`src/core/dea_pkg.sv`:
```
/*
  shared constants of the data eeprom access block: register offsets,
  bit positions, reset values, unlock keys and write timing.
  assumes a 40 MHz core clock and an 8-bit register port.
*/
package dea_pkg;

    ////////////////////////////////////////////////////////////////////
    // register offsets on the 8-bit register port
    localparam logic [7:0] MEMORY_ACCESS_CONTROL_OFS = 8'h00;
    localparam logic [7:0] WRITE_UNLOCK_PORT_OFS = 8'h01;
    localparam logic [7:0] EEPROM_DATA_BYTE_OFS = 8'h02;
    localparam logic [7:0] EEPROM_LOCATION_SELECT_OFS = 8'h03;
    localparam logic [7:0] PERIPHERAL_IRQ_FLAGS_SECOND_OFS = 8'h04;
    localparam logic [7:0] PERIPHERAL_IRQ_MASK_SECOND_OFS = 8'h05;

    ////////////////////////////////////////////////////////////////////
    // field positions
    localparam int READ_START_POS = 0;
    localparam int WRITE_START_POS = 1;
    localparam int WRITE_PERMIT_POS = 2;
    localparam int WRITE_ABORT_POS = 3;
    localparam int WRITE_DONE_IRQ_POS = 4;

    ////////////////////////////////////////////////////////////////////
    // reset values and fixed data
    localparam logic [7:0] BYTE_RESET = 8'h00;
    localparam logic [7:0] ERASED_BYTE = 8'hff;
    localparam logic [7:0] UNLOCK_KEY_FIRST = 8'h55;
    localparam logic [7:0] UNLOCK_KEY_SECOND = 8'haa;
    localparam int ARRAY_DEPTH = 256;

    ////////////////////////////////////////////////////////////////////
    // timing
    localparam int CLK_PERIOD_NS = 25;
    localparam int ERASE_TIME_NS = 2000;
    localparam int PROG_TIME_NS = 2000;
    localparam logic [15:0] ERASE_CYCLES =
        16'((ERASE_TIME_NS + CLK_PERIOD_NS - 1) / CLK_PERIOD_NS);
    localparam logic [15:0] PROG_CYCLES =
        16'((PROG_TIME_NS + CLK_PERIOD_NS - 1) / CLK_PERIOD_NS);

    typedef enum logic [1:0] {DEA_IDLE, DEA_ERASE, DEA_PROG} dea_wstate_e;
    typedef enum logic [1:0] {DEA_UL_NONE, DEA_UL_FIRST, DEA_UL_ARMED}
        dea_unlock_e;

endpackage

```
`src/core/dea_array.sv`:
```
/*
  256 x 8 flip-flop array standing in for the eeprom cells.
  assumes one writer at a time; cells keep their contents over reset.
*/
module dea_array
    import dea_pkg::*;
(
    input wire logic sys_clk,
    input wire logic ce,
    input wire logic [7:0] rd_idx,
    output logic [7:0] rd_byte,
    input wire logic wr_en,
    input wire logic [7:0] wr_idx,
    input wire logic [7:0] wr_byte
);

    ////////////////////////////////////////////////////////////////////
    // no reset: contents must survive every reset like real cells
    logic [7:0] cell_q [ARRAY_DEPTH];

    assign rd_byte = cell_q[rd_idx];

    always_ff @(posedge sys_clk) begin
        if (ce && wr_en) begin
            cell_q[wr_idx] <= wr_byte;
        end
    end

endmodule // dea_array

```
`src/core/dea_timer.sv`:
```
/*
  self-timed write duration counter, free of any bus activity.
  assumes start and abort are never both high.
*/
module dea_timer
    import dea_pkg::*;
(
    input wire logic sys_clk,
    input wire logic srst,
    input wire logic ce,
    input wire logic start,
    input wire logic abort,
    input wire logic [15:0] load,
    output logic done
);

    logic [15:0] cnt_q;
    logic [15:0] cnt_d;

    ////////////////////////////////////////////////////////////////////
    always_comb begin
        cnt_d = cnt_q;
        if (abort) begin
            cnt_d = 16'h0000;
        end else if (start) begin
            cnt_d = load;
        end else if (cnt_q != 16'h0000) begin
            cnt_d = cnt_q - 16'h0001;
        end
    end

    assign done = ce && !abort && (cnt_q == 16'h0001);

    always_ff @(posedge sys_clk) begin
        if (srst) begin
            cnt_q <= 16'h0000;
        end else if (ce) begin
            cnt_q <= cnt_d;
        end
    end

endmodule // dea_timer

```
`src/core/dea_top.sv`:
```
/*
  data eeprom access control: register port, unlock sequence, read
  and self-timed erase/program write, abort flag and write-done irq.
  assumes srst is the power-up reset; the reset-pin and watchdog resets
  arrive as synchronous one-cycle-or-longer levels on their own ports.
*/
// Summary of operation
// - the array holds 256 bytes at locations 00h to ffh, all reachable.
// - the data byte carries read or write data; location select picks it.
// - the array is reached only through the four access registers.
// - each byte write first erases the location, then programs it.
// - write duration is counted by an internal timer; completion waits.
// - the unlock port stores nothing and always reads zero.
// - software can only set the read and write start bits, never clear.
// - hardware clears each start bit when its operation ends.
// - writes happen only with write permit set; power-up clears it.
// - a reset-pin or watchdog reset during a write sets the abort flag.
// - such a reset leaves the data and location registers unchanged.
// - a finished write sets the done flag; software or a reset-pin or watchdog reset clears it.
module dea_top
    import dea_pkg::*;
(
    input wire logic sys_clk,
    input wire logic srst,
    input wire logic ce,
    input wire logic external_reset_pin_rst,
    input wire logic watchdog_timer_rst,
    input wire logic [7:0] reg_addr,
    input wire logic [7:0] reg_wdata,
    input wire logic reg_wr,
    input wire logic reg_rd,
    output logic [7:0] reg_rdata,
    output logic irq
);

    dea_wstate_e wst_q;
    dea_wstate_e wst_d;
    dea_unlock_e ul_q;
    dea_unlock_e ul_d;
    logic rd_busy_q;
    logic rd_busy_d;
    logic permit_q;
    logic permit_d;
    logic abort_q;
    logic abort_d;
    logic done_flag_q;
    logic done_flag_d;
    logic done_mask_q;
    logic done_mask_d;
    logic [7:0] data_q;
    logic [7:0] data_d;
    logic [7:0] loc_q;
    logic [7:0] loc_d;
    logic [7:0] rdata_q;
    logic [7:0] rdata_d;
    logic soft_rst;
    logic ctrl_wr;
    logic wr_go;
    logic rd_go;
    logic tmr_start;
    logic tmr_done;
    logic [15:0] tmr_load;
    logic mem_we;
    logic [7:0] mem_wbyte;
    logic [7:0] mem_rbyte;

    function automatic logic hit(input logic [7:0] a, input logic [7:0] o);
        return a == o;
    endfunction

    assign soft_rst = external_reset_pin_rst || watchdog_timer_rst;
    assign ctrl_wr = reg_wr && hit(reg_addr, MEMORY_ACCESS_CONTROL_OFS);

    ////////////////////////////////////////////////////////////////////
    // unlock tracking: any other write breaks the pair
    always_comb begin
        ul_d = ul_q;
        if (soft_rst) begin
            ul_d = DEA_UL_NONE;
        end else if (reg_wr) begin
            if (hit(reg_addr, WRITE_UNLOCK_PORT_OFS) &&
                reg_wdata == UNLOCK_KEY_FIRST) begin
                ul_d = DEA_UL_FIRST;
            end else if (hit(reg_addr, WRITE_UNLOCK_PORT_OFS) &&
                reg_wdata == UNLOCK_KEY_SECOND && ul_q == DEA_UL_FIRST) begin
                ul_d = DEA_UL_ARMED;
            end else begin
                ul_d = DEA_UL_NONE;
            end
        end
    end

    // start needs the armed pair, permit already set and an idle engine
    assign wr_go = !soft_rst && ctrl_wr && reg_wdata[WRITE_START_POS] &&
        ul_q == DEA_UL_ARMED && permit_q && wst_q == DEA_IDLE;
    assign rd_go = !soft_rst && ctrl_wr && reg_wdata[READ_START_POS] &&
        !wr_go && wst_q == DEA_IDLE && !rd_busy_q;

    ////////////////////////////////////////////////////////////////////
    // write engine: erase, then program, each timed
    always_comb begin
        wst_d = wst_q;
        tmr_start = 1'b0;
        tmr_load = ERASE_CYCLES;
        mem_we = 1'b0;
        mem_wbyte = ERASED_BYTE;
        unique case (wst_q)
            DEA_IDLE: begin
                if (wr_go) begin
                    wst_d = DEA_ERASE;
                    tmr_start = 1'b1;
                    mem_we = 1'b1;
                end
            end
            DEA_ERASE: begin
                if (tmr_done) begin
                    wst_d = DEA_PROG;
                    tmr_start = 1'b1;
                    tmr_load = PROG_CYCLES;
                end
            end
            DEA_PROG: begin
                if (tmr_done) begin
                    wst_d = DEA_IDLE;
                    mem_we = 1'b1;
                    mem_wbyte = data_q;
                end
            end
        endcase
        if (soft_rst) begin
            wst_d = DEA_IDLE;
            tmr_start = 1'b0;
            mem_we = 1'b0;
        end
    end

    ////////////////////////////////////////////////////////////////////
    // control, data, location, interrupt state
    always_comb begin
        rd_busy_d = rd_busy_q;
        permit_d = permit_q;
        abort_d = abort_q;
        done_flag_d = done_flag_q;
        done_mask_d = done_mask_q;
        data_d = data_q;
        loc_d = loc_q;
        if (rd_busy_q) begin
            rd_busy_d = 1'b0;
            data_d = mem_rbyte;
        end
        if (rd_go) begin
            rd_busy_d = 1'b1;
        end
        if (ctrl_wr) begin
            permit_d = reg_wdata[WRITE_PERMIT_POS];
            abort_d = reg_wdata[WRITE_ABORT_POS];
        end
        // busy engine owns the operands until done
        if (reg_wr && wst_q == DEA_IDLE && !rd_busy_q) begin
            if (hit(reg_addr, EEPROM_DATA_BYTE_OFS)) begin
                data_d = reg_wdata;
            end
            if (hit(reg_addr, EEPROM_LOCATION_SELECT_OFS)) begin
                loc_d = reg_wdata;
            end
        end
        if (reg_wr && hit(reg_addr, PERIPHERAL_IRQ_MASK_SECOND_OFS)) begin
            done_mask_d = reg_wdata[WRITE_DONE_IRQ_POS];
        end
        if (reg_wr && hit(reg_addr, PERIPHERAL_IRQ_FLAGS_SECOND_OFS) &&
            reg_wdata[WRITE_DONE_IRQ_POS]) begin
            done_flag_d = 1'b0;
        end
        // set beats the clear in the same cycle
        if (wst_q == DEA_PROG && tmr_done) begin
            done_flag_d = 1'b1;
        end
        if (soft_rst) begin
            // operands stay so software can redo the same byte
            data_d = data_q;
            loc_d = loc_q;
            rd_busy_d = 1'b0;
            permit_d = 1'b0;
            done_flag_d = 1'b0;
            done_mask_d = 1'b0;
            abort_d = abort_q || (wst_q != DEA_IDLE);
        end
    end

    ////////////////////////////////////////////////////////////////////
    // read-back, one cycle after the strobe
    always_comb begin
        rdata_d = BYTE_RESET;
        if (reg_rd) begin
            unique case (1'b1)
                hit(reg_addr, MEMORY_ACCESS_CONTROL_OFS): begin
                    rdata_d[READ_START_POS] = rd_busy_q;
                    rdata_d[WRITE_START_POS] = wst_q != DEA_IDLE;
                    rdata_d[WRITE_PERMIT_POS] = permit_q;
                    rdata_d[WRITE_ABORT_POS] = abort_q;
                end
                hit(reg_addr, EEPROM_DATA_BYTE_OFS): rdata_d = data_q;
                hit(reg_addr, EEPROM_LOCATION_SELECT_OFS): rdata_d = loc_q;
                hit(reg_addr, PERIPHERAL_IRQ_FLAGS_SECOND_OFS): begin
                    rdata_d[WRITE_DONE_IRQ_POS] = done_flag_q;
                end
                hit(reg_addr, PERIPHERAL_IRQ_MASK_SECOND_OFS): begin
                    rdata_d[WRITE_DONE_IRQ_POS] = done_mask_q;
                end
                // unlock port and unmapped offsets: zero, no array window
                default: rdata_d = BYTE_RESET;
            endcase
        end
    end

    ////////////////////////////////////////////////////////////////////
    always_ff @(posedge sys_clk) begin
        if (srst) begin
            wst_q <= DEA_IDLE;
            ul_q <= DEA_UL_NONE;
            rd_busy_q <= 1'b0;
            permit_q <= 1'b0;
            abort_q <= 1'b0;
            done_flag_q <= 1'b0;
            done_mask_q <= 1'b0;
            data_q <= BYTE_RESET;
            loc_q <= BYTE_RESET;
            rdata_q <= BYTE_RESET;
        end else if (ce) begin
            wst_q <= wst_d;
            ul_q <= ul_d;
            rd_busy_q <= rd_busy_d;
            permit_q <= permit_d;
            abort_q <= abort_d;
            done_flag_q <= done_flag_d;
            done_mask_q <= done_mask_d;
            data_q <= data_d;
            loc_q <= loc_d;
            rdata_q <= rdata_d;
        end
    end

    assign reg_rdata = rdata_q;
    assign irq = done_flag_q && done_mask_q;

    ////////////////////////////////////////////////////////////////////
    dea_array u_array (
        .sys_clk(sys_clk),
        .ce(ce),
        .rd_idx(loc_q),
        .rd_byte(mem_rbyte),
        .wr_en(mem_we),
        .wr_idx(loc_q),
        .wr_byte(mem_wbyte)
    );

    dea_timer u_timer (
        .sys_clk(sys_clk),
        .srst(srst),
        .ce(ce),
        .start(tmr_start && ce),
        .abort(soft_rst),
        .load(tmr_load),
        .done(tmr_done)
    );
endmodule // dea_top

```
`config.mk`:
```
export PLATFORM = sky130hd
export DESIGN_NAME = dea_top
export DESIGN_NICKNAME = d
export VERILOG_FILES = /design/src/core/dea_pkg.sv /design/src/core/dea_array.sv /design/src/core/dea_timer.sv /design/src/core/dea_top.sv
export SDC_FILE = /design/constraint.sdc
export NUM_CORES = 2
export LEC_CHECK = 0
export ABC_AREA = 1
export BUFFER_PORTS_ARGS = -buffer_cell sky130_fd_sc_hd__clkbuf_2
export CAP_MARGIN = 20
export CORE_UTILIZATION = 40
export CTS_CLUSTER_SIZE = 28
export DETAILED_ROUTE_END_ITERATION = 10
export GPL_ROUTABILITY_DRIVEN = 0
export PLACE_DENSITY = 0.65
export SYNTH_ARGS = -nofsm -noshare
export SYNTH_HDL_FRONTEND = slang
export SYNTH_SLANG_ARGS = --single-unit
```
`constraint.sdc`:
```
create_clock -name sys_clk -period 7.7 [get_ports sys_clk]
set_input_delay 0.77 -clock sys_clk [delete_from_list [all_inputs] [get_ports sys_clk]]
set_output_delay 0.77 -clock sys_clk [all_outputs]
set_load 0.01 [all_outputs]
```
Word-level counts from Yosys, hierarchy flattened:

Memory sizes are Yosys's and may differ from the RTL's. A register that Yosys moved wholly into a read port is not among the register bits.
Index checks and enable logic that the tools add are counted.

* memories: 1
* bits in read-only memories: 0
* register bits after elaboration: 49
* bits in latches: 0
* RAM bits: 2048
* word-level logic and storage cells: 117

Memories
* u_array.cell_q: depth 256, width 8, rd ports 1, clocked after Yosys merged registers in 1, write ports 1, line dea_array.sv:19 `logic [7:0] cell_q [ARRAY_DEPTH];`

* shift operators: 0
* bitwise operators: 1
* div/mod/pow operators: 0
* multiplexer cells: 42
* $lt $le $gt $ge: 0
* add/subtract/negate cells: 1
* multiply operators: 0
* eq/ne operators: 15
* reductions and logical operators: 46

Operators by type and width (count)
* $mux 8: 8
* $mux 16: 3
* $logic_and 1x1->1: 24
* $mux 1: 17
* $eq 16x1->1 const B: 1
* $eq 8x2->1 const B: 2
* $eq 8x3->1 const B: 2
* $mux 2: 8
* $reduce_bool 16->1: 1
* $sub 16x1->16 const B: 1
* $pmux 4 s3: 1
* $reduce_and 2->1: 6
* $ne 3x2->1 const B: 3
* $eq 8x1->1 const B: 1
* $eq 8x7->1 const B: 1
* $eq 8x8->1 const B: 1
* $logic_not 8->1: 1
* $reduce_and 4->1: 2
* $reduce_bool 2->1: 4
* $pmux 2 s3: 1
* $pmux 3 s2: 1
* $reduce_bool 3->1: 2
* $eq 2x1->1 const B: 2
* $eq 2x2->1 const B: 2
* 6 further kinds: 10

Longest topological paths before layout:

* depth after elaboration: 13
* mapped depth: 17

Cells and area by module:

From an unflattened synthesis, not the netlist that was laid out.

* cell total of the unflattened synthesis: 7515
* area total of the unflattened synthesis: 86654.4 µm²

Modules (own cells, without submodules)
* dea_array: cells each 6997, seq. area each 61499.0 µm², area an instance 83337.4 µm², instances 1
* dea_top: cells each 307, seq. area each 660.6 µm², area an instance 2100.8 µm², instances 1
* dea_timer: cells each 211, seq. area each 320.3 µm², area an instance 1216.2 µm², instances 1

Worst setup path after synthesis:

Ideal clock, no wire load.

* path kind: input -> register
* start point: in ce
* end point: mem u_array.cell_q[0][0], data pin
* path buffers: 1
* data arrival time: 4470 ps
* cell stages on the path: 8
* path slack: 2410 ps
* required time: 6879 ps
* setup time: 821 ps
* cells stage by stage: buf_2 inv_2 nor2_8 nand3_2 nor2_1 nand2_2 inv_1 nand2_1

* longest elaborated chain between the ends: 4

RTL lines
* from (decl): line dea_top.sv:25 `input wire logic ce,`
* $logic_and 1x1->1 (2 in series): line dea_timer.sv:32 `assign done = ce && !abort && (cnt_q == 16'h0001);`
* $mux 8: line dea_top.sv:123 `if (tmr_done) begin`
* $mux 8: line dea_top.sv:107 `unique case (wst_q)`
* via mem_wbyte[0]: line dea_top.sv:64 `logic [7:0] mem_wbyte;`
* to (decl): line dea_array.sv:19

The timed path passes the listed nets, and every way through them passes these cells.

==> flow_summary_export.csv <==
group,metric,value,unit
global_routing,grt_max_degree,222,
pwr,peakVddDrop,245.4,µV
clock_network,cts_hold_repair.buffers,0,
clock_network,clockRootBuffer,"clkbuf_16",
worst_setup_path,critPathArrivalTime,5.27,ns
detailed_routing,via_per_inst,5.543,
worst_setup_path,crit_fanout,193,
timing,tns,0,ns
timing,worst_slack,3.194,ns
floorplanning,core,0.2125,mm²
synth,synth_cells,7369,
synth,synth_edf_count,2048,
global_routing,grt_pass1_wl,336.5,mm
global_routing,antenna_found_initial,5,
worst_setup_path,worstPathRequired,8.47,ns
detailed_routing,drtAntennaViolNets,0,
clock_network,cts_tree,"built",
floorplanning,pin_count,32,
global_routing,grt_pass1_vias,53860,
placement,place_ws,3.141,ns
synth,yosys.area.top_type,"edfxtp_1",
placement,dp_hpwl,123.0,mm
synth,async_reset_ff_frac,0,
placement,numPlacedInstances,9814,
timing,fmax,221.9,MHz
synth,synth.most_common_cell,"nand2_1",
synth,syn_avg_cell_area,11.62,µm²
synth,yosys-top-cells-count,"nand2_1 (2,173), nand3_1 (2,055), edfxtp_1 (2,048)",
timing,drv_slew,0,
pwr,power_density,233.9,mW/mm²
worst_setup_path,worstSetupPathType,"flop to flop",
pwr,power_leakage,35.08,nW
min_path,hold_path_depth,3,
synth,ys_seq_elements,2105,
synth,syn-cell-area,0.08565,mm²
clock_network,htreeDepth,4,
clock_network,post_cts_buffers,0,
global_routing,grt.total_usage,0.2044,
placement,post_dp_cell_area,0.08824,mm²
final_layout,fin_cells,10200,
timing,worst_pin_slew,1.235,ns
clock_network,clkLatencyLatePin,0.83,ns
synth,ys_seq_area_frac,0.7313,
final_layout,seqCellArea,0.06266,mm²
clock_network,clkTransAtPathRegs,0.06,ns
clock_network,clkSinkCount,2105,
detailed_routing,finalWirelength,226.0,mm
min_path,worstHoldPathType,"input pin to flop",
flow_run,max_cap_violations,0,
detailed_routing,vias,56540,
clock_network,numCtsBuffers,205,
worst_setup_path,reg2reg_depth,14,
clock_network,cts.path.max_buffers,3,
worst_setup_path,start_kind,"flop",
timing,relSlewSlack,0.1764,
synth,synth_flop_cell,"edfxtp_1",
status,run_status,"complete, no violations",
detailed_routing,drc,0,
final_layout,area_growth,10.48,%
synth,yosysUniqueCellTypes,42,
detailed_routing,drt_iter0_markers,6510,
worst_setup_path,worstSetupEndpointType,"flop",
final_layout,nFillCells,19120,
final_layout,design_area,0.09463,mm²
floorplanning,dieArea,0.2160,mm²
synth,yosysWarningCount,0,
floorplanning,start_util,0.4031,
timing,rsz0062_at_grt,"no",
floorplanning,die_y,464.8,µm
detailed_routing,first_pass_iters,7,
clock_network,cts_resized,0,
synth,yosys.area.top_type_share,0.7180,
timing,finalHoldViolCount,0,
timing,fin_worst_skew,0.03201,ns
detailed_routing,wl_per_cell,22.16,µm
floorplanning,die_x,464.8,µm
global_routing,gr-total-overflow,0,
timing,fin_crit_sh,0.5852,
final_layout,drive_gt1_frac,0.06114,
final_layout,fin_nets,7230,
synth,ys_top_cells_by_area,"edfxtp_1 (72%), nand3_1 (12%), nand2_1 (9.5%)",
timing,setup-violations-final,0,
timing,min_period,4.506,ns
final_layout,multiInputGateArea,0.02076,mm²
placement,io_buffers,31,
floorplanning,rows,169,
synth,syn_nets,7398,
==> cells by family (layout without fill, tap and decap cells) <==
logic type               count (synthesis)  count (layout)  share of synthesized area
adder cells (fa/ha/maj)                  6               6                  0.0008764
AO/OA/AOI/OAI                           93              93                   0.006091
flip-flops                            2105            2105                     0.7313
XOR/XNOR                                 7               7                  0.0007158
other                                    0               3                          0
AND/OR/NAND/NOR                       4581            4581                     0.2334
buffers and inverters                  577             584                    0.02758
==> registers in the layout (all words and copies together) (netlist names), named ones only <==
signal          cells
done_mask_q         1
wst_q               2
rd_busy_q           1
u_array.cell_q   2048
reg_rdata           8
u_timer.cnt_q      16
loc_q               8
abort_q             1
permit_q            1
data_q              8
ul_q                2
done_flag_q         1
==> power breakdown <==
part           leakage, nW  switching, W  internal, W
sequential            24.6    0.00000644       0.0124
clock                 3.12       0.00421      0.00543
combinational         7.32     0.0000790    0.0000358
total                 35.1       0.00429       0.0178
==> worst paths after layout <==
path | slack (ns) | start | to
setup / recovery | 3.19 | flop | data_q[0]
hold / removal | 0.27 | reg_wdata[2] | permit_q
setup reg to reg | 3.19 | flop | data_q[0]
hold reg to reg | 0.46 | ul_q[1] | ul_q[1]
==> placed cells by master, fill, tap and decap left out, types with 2 or more instances in the layout <==
cell type	netlist	layout
nand2_1	2173	2149
nor2_1	299	299
o22ai_1	7	7
clkbuf_2	0	31
nand4_1	14	14
bufinv_16	0	13
inv_4	1	2
nand2_4	9	17
nor3_1	13	13
o21ai_0	23	23
clkbuf_1	293	51
buf_12	0	14
clkbuf_8	0	2
dfxtp_1	57	52
nor3_4	2	2
inv_2	8	6
nor4_1	4	3
xnor2_1	3	3
clkinv_2	0	36
ha_1	6	6
nand2_2	3	19
clkinv_1	3	60
a21oi_1	54	54
a211oi_1	2	2
buf_4	6	69
inv_6	0	6
dfxtp_4	0	4
edfxtp_1	2048	2048
xor2_1	4	4
nand3_1	2055	2055
diode_2	0	3
clkbuf_16	0	210
nor4_2	1	2
inv_1	76	74
o221ai_1	2	2
inv_8	0	3
clkinvlp_4	0	4
==> through the flow <==
step / utilization / hold slack, ns / total power, W
global route: 0.4453 / 0.2644 / 0.02266
CTS: 0.4452 / 0.2136 / 0.02222
global placement: 0.4152 / 0.4542 / 0.01274
floorplan: - / 0.4434 / 0.01271
detailed placement: 0.4152 / 0.4607 / 0.01274
finish: 0.4453 / 0.2705 / 0.02213
==> critical path, cell delays in order, from the launching register on <==
cell and delay [ns]:
dfxtp_4 0.80, buf_12 0.57, buf_4 0.74, nand2_1 0.10, nand3_1 0.11, nand3_1 0.11
nand3_1 0.19, nand3_1 0.20, nand3_1 0.33, nand3_1 0.29, nand3_1 0.20, nand3_1 0.12
nand2_1 0.09, nand2_1 0.05, a21oi_1 0.11
==> per-layer routing <==
metal  routed length (µm)  GRT usage  up-vias
met5                   17          0        -
met4                 8485    0.07947        2
met3                20190    0.03637      458
met2               106500     0.3301     2591
met1                90740     0.2741    27680
li1                     -          -    25810
==> cell type report <==
cell class | count | area share
diodes | 3 | 0.00007933
clock buffers | 263 | 0.05784
clock inverters | 119 | 0.009480
inverters | 88 | 0.003781
multi-input cells | 4687 | 0.2194
flip-flops and latches | 2105 | 0.6621
well taps | 2821 | 0.03730
repair buffers | 114 | 0.01007
Note: power is estimated with default switching activity, not from simulation.
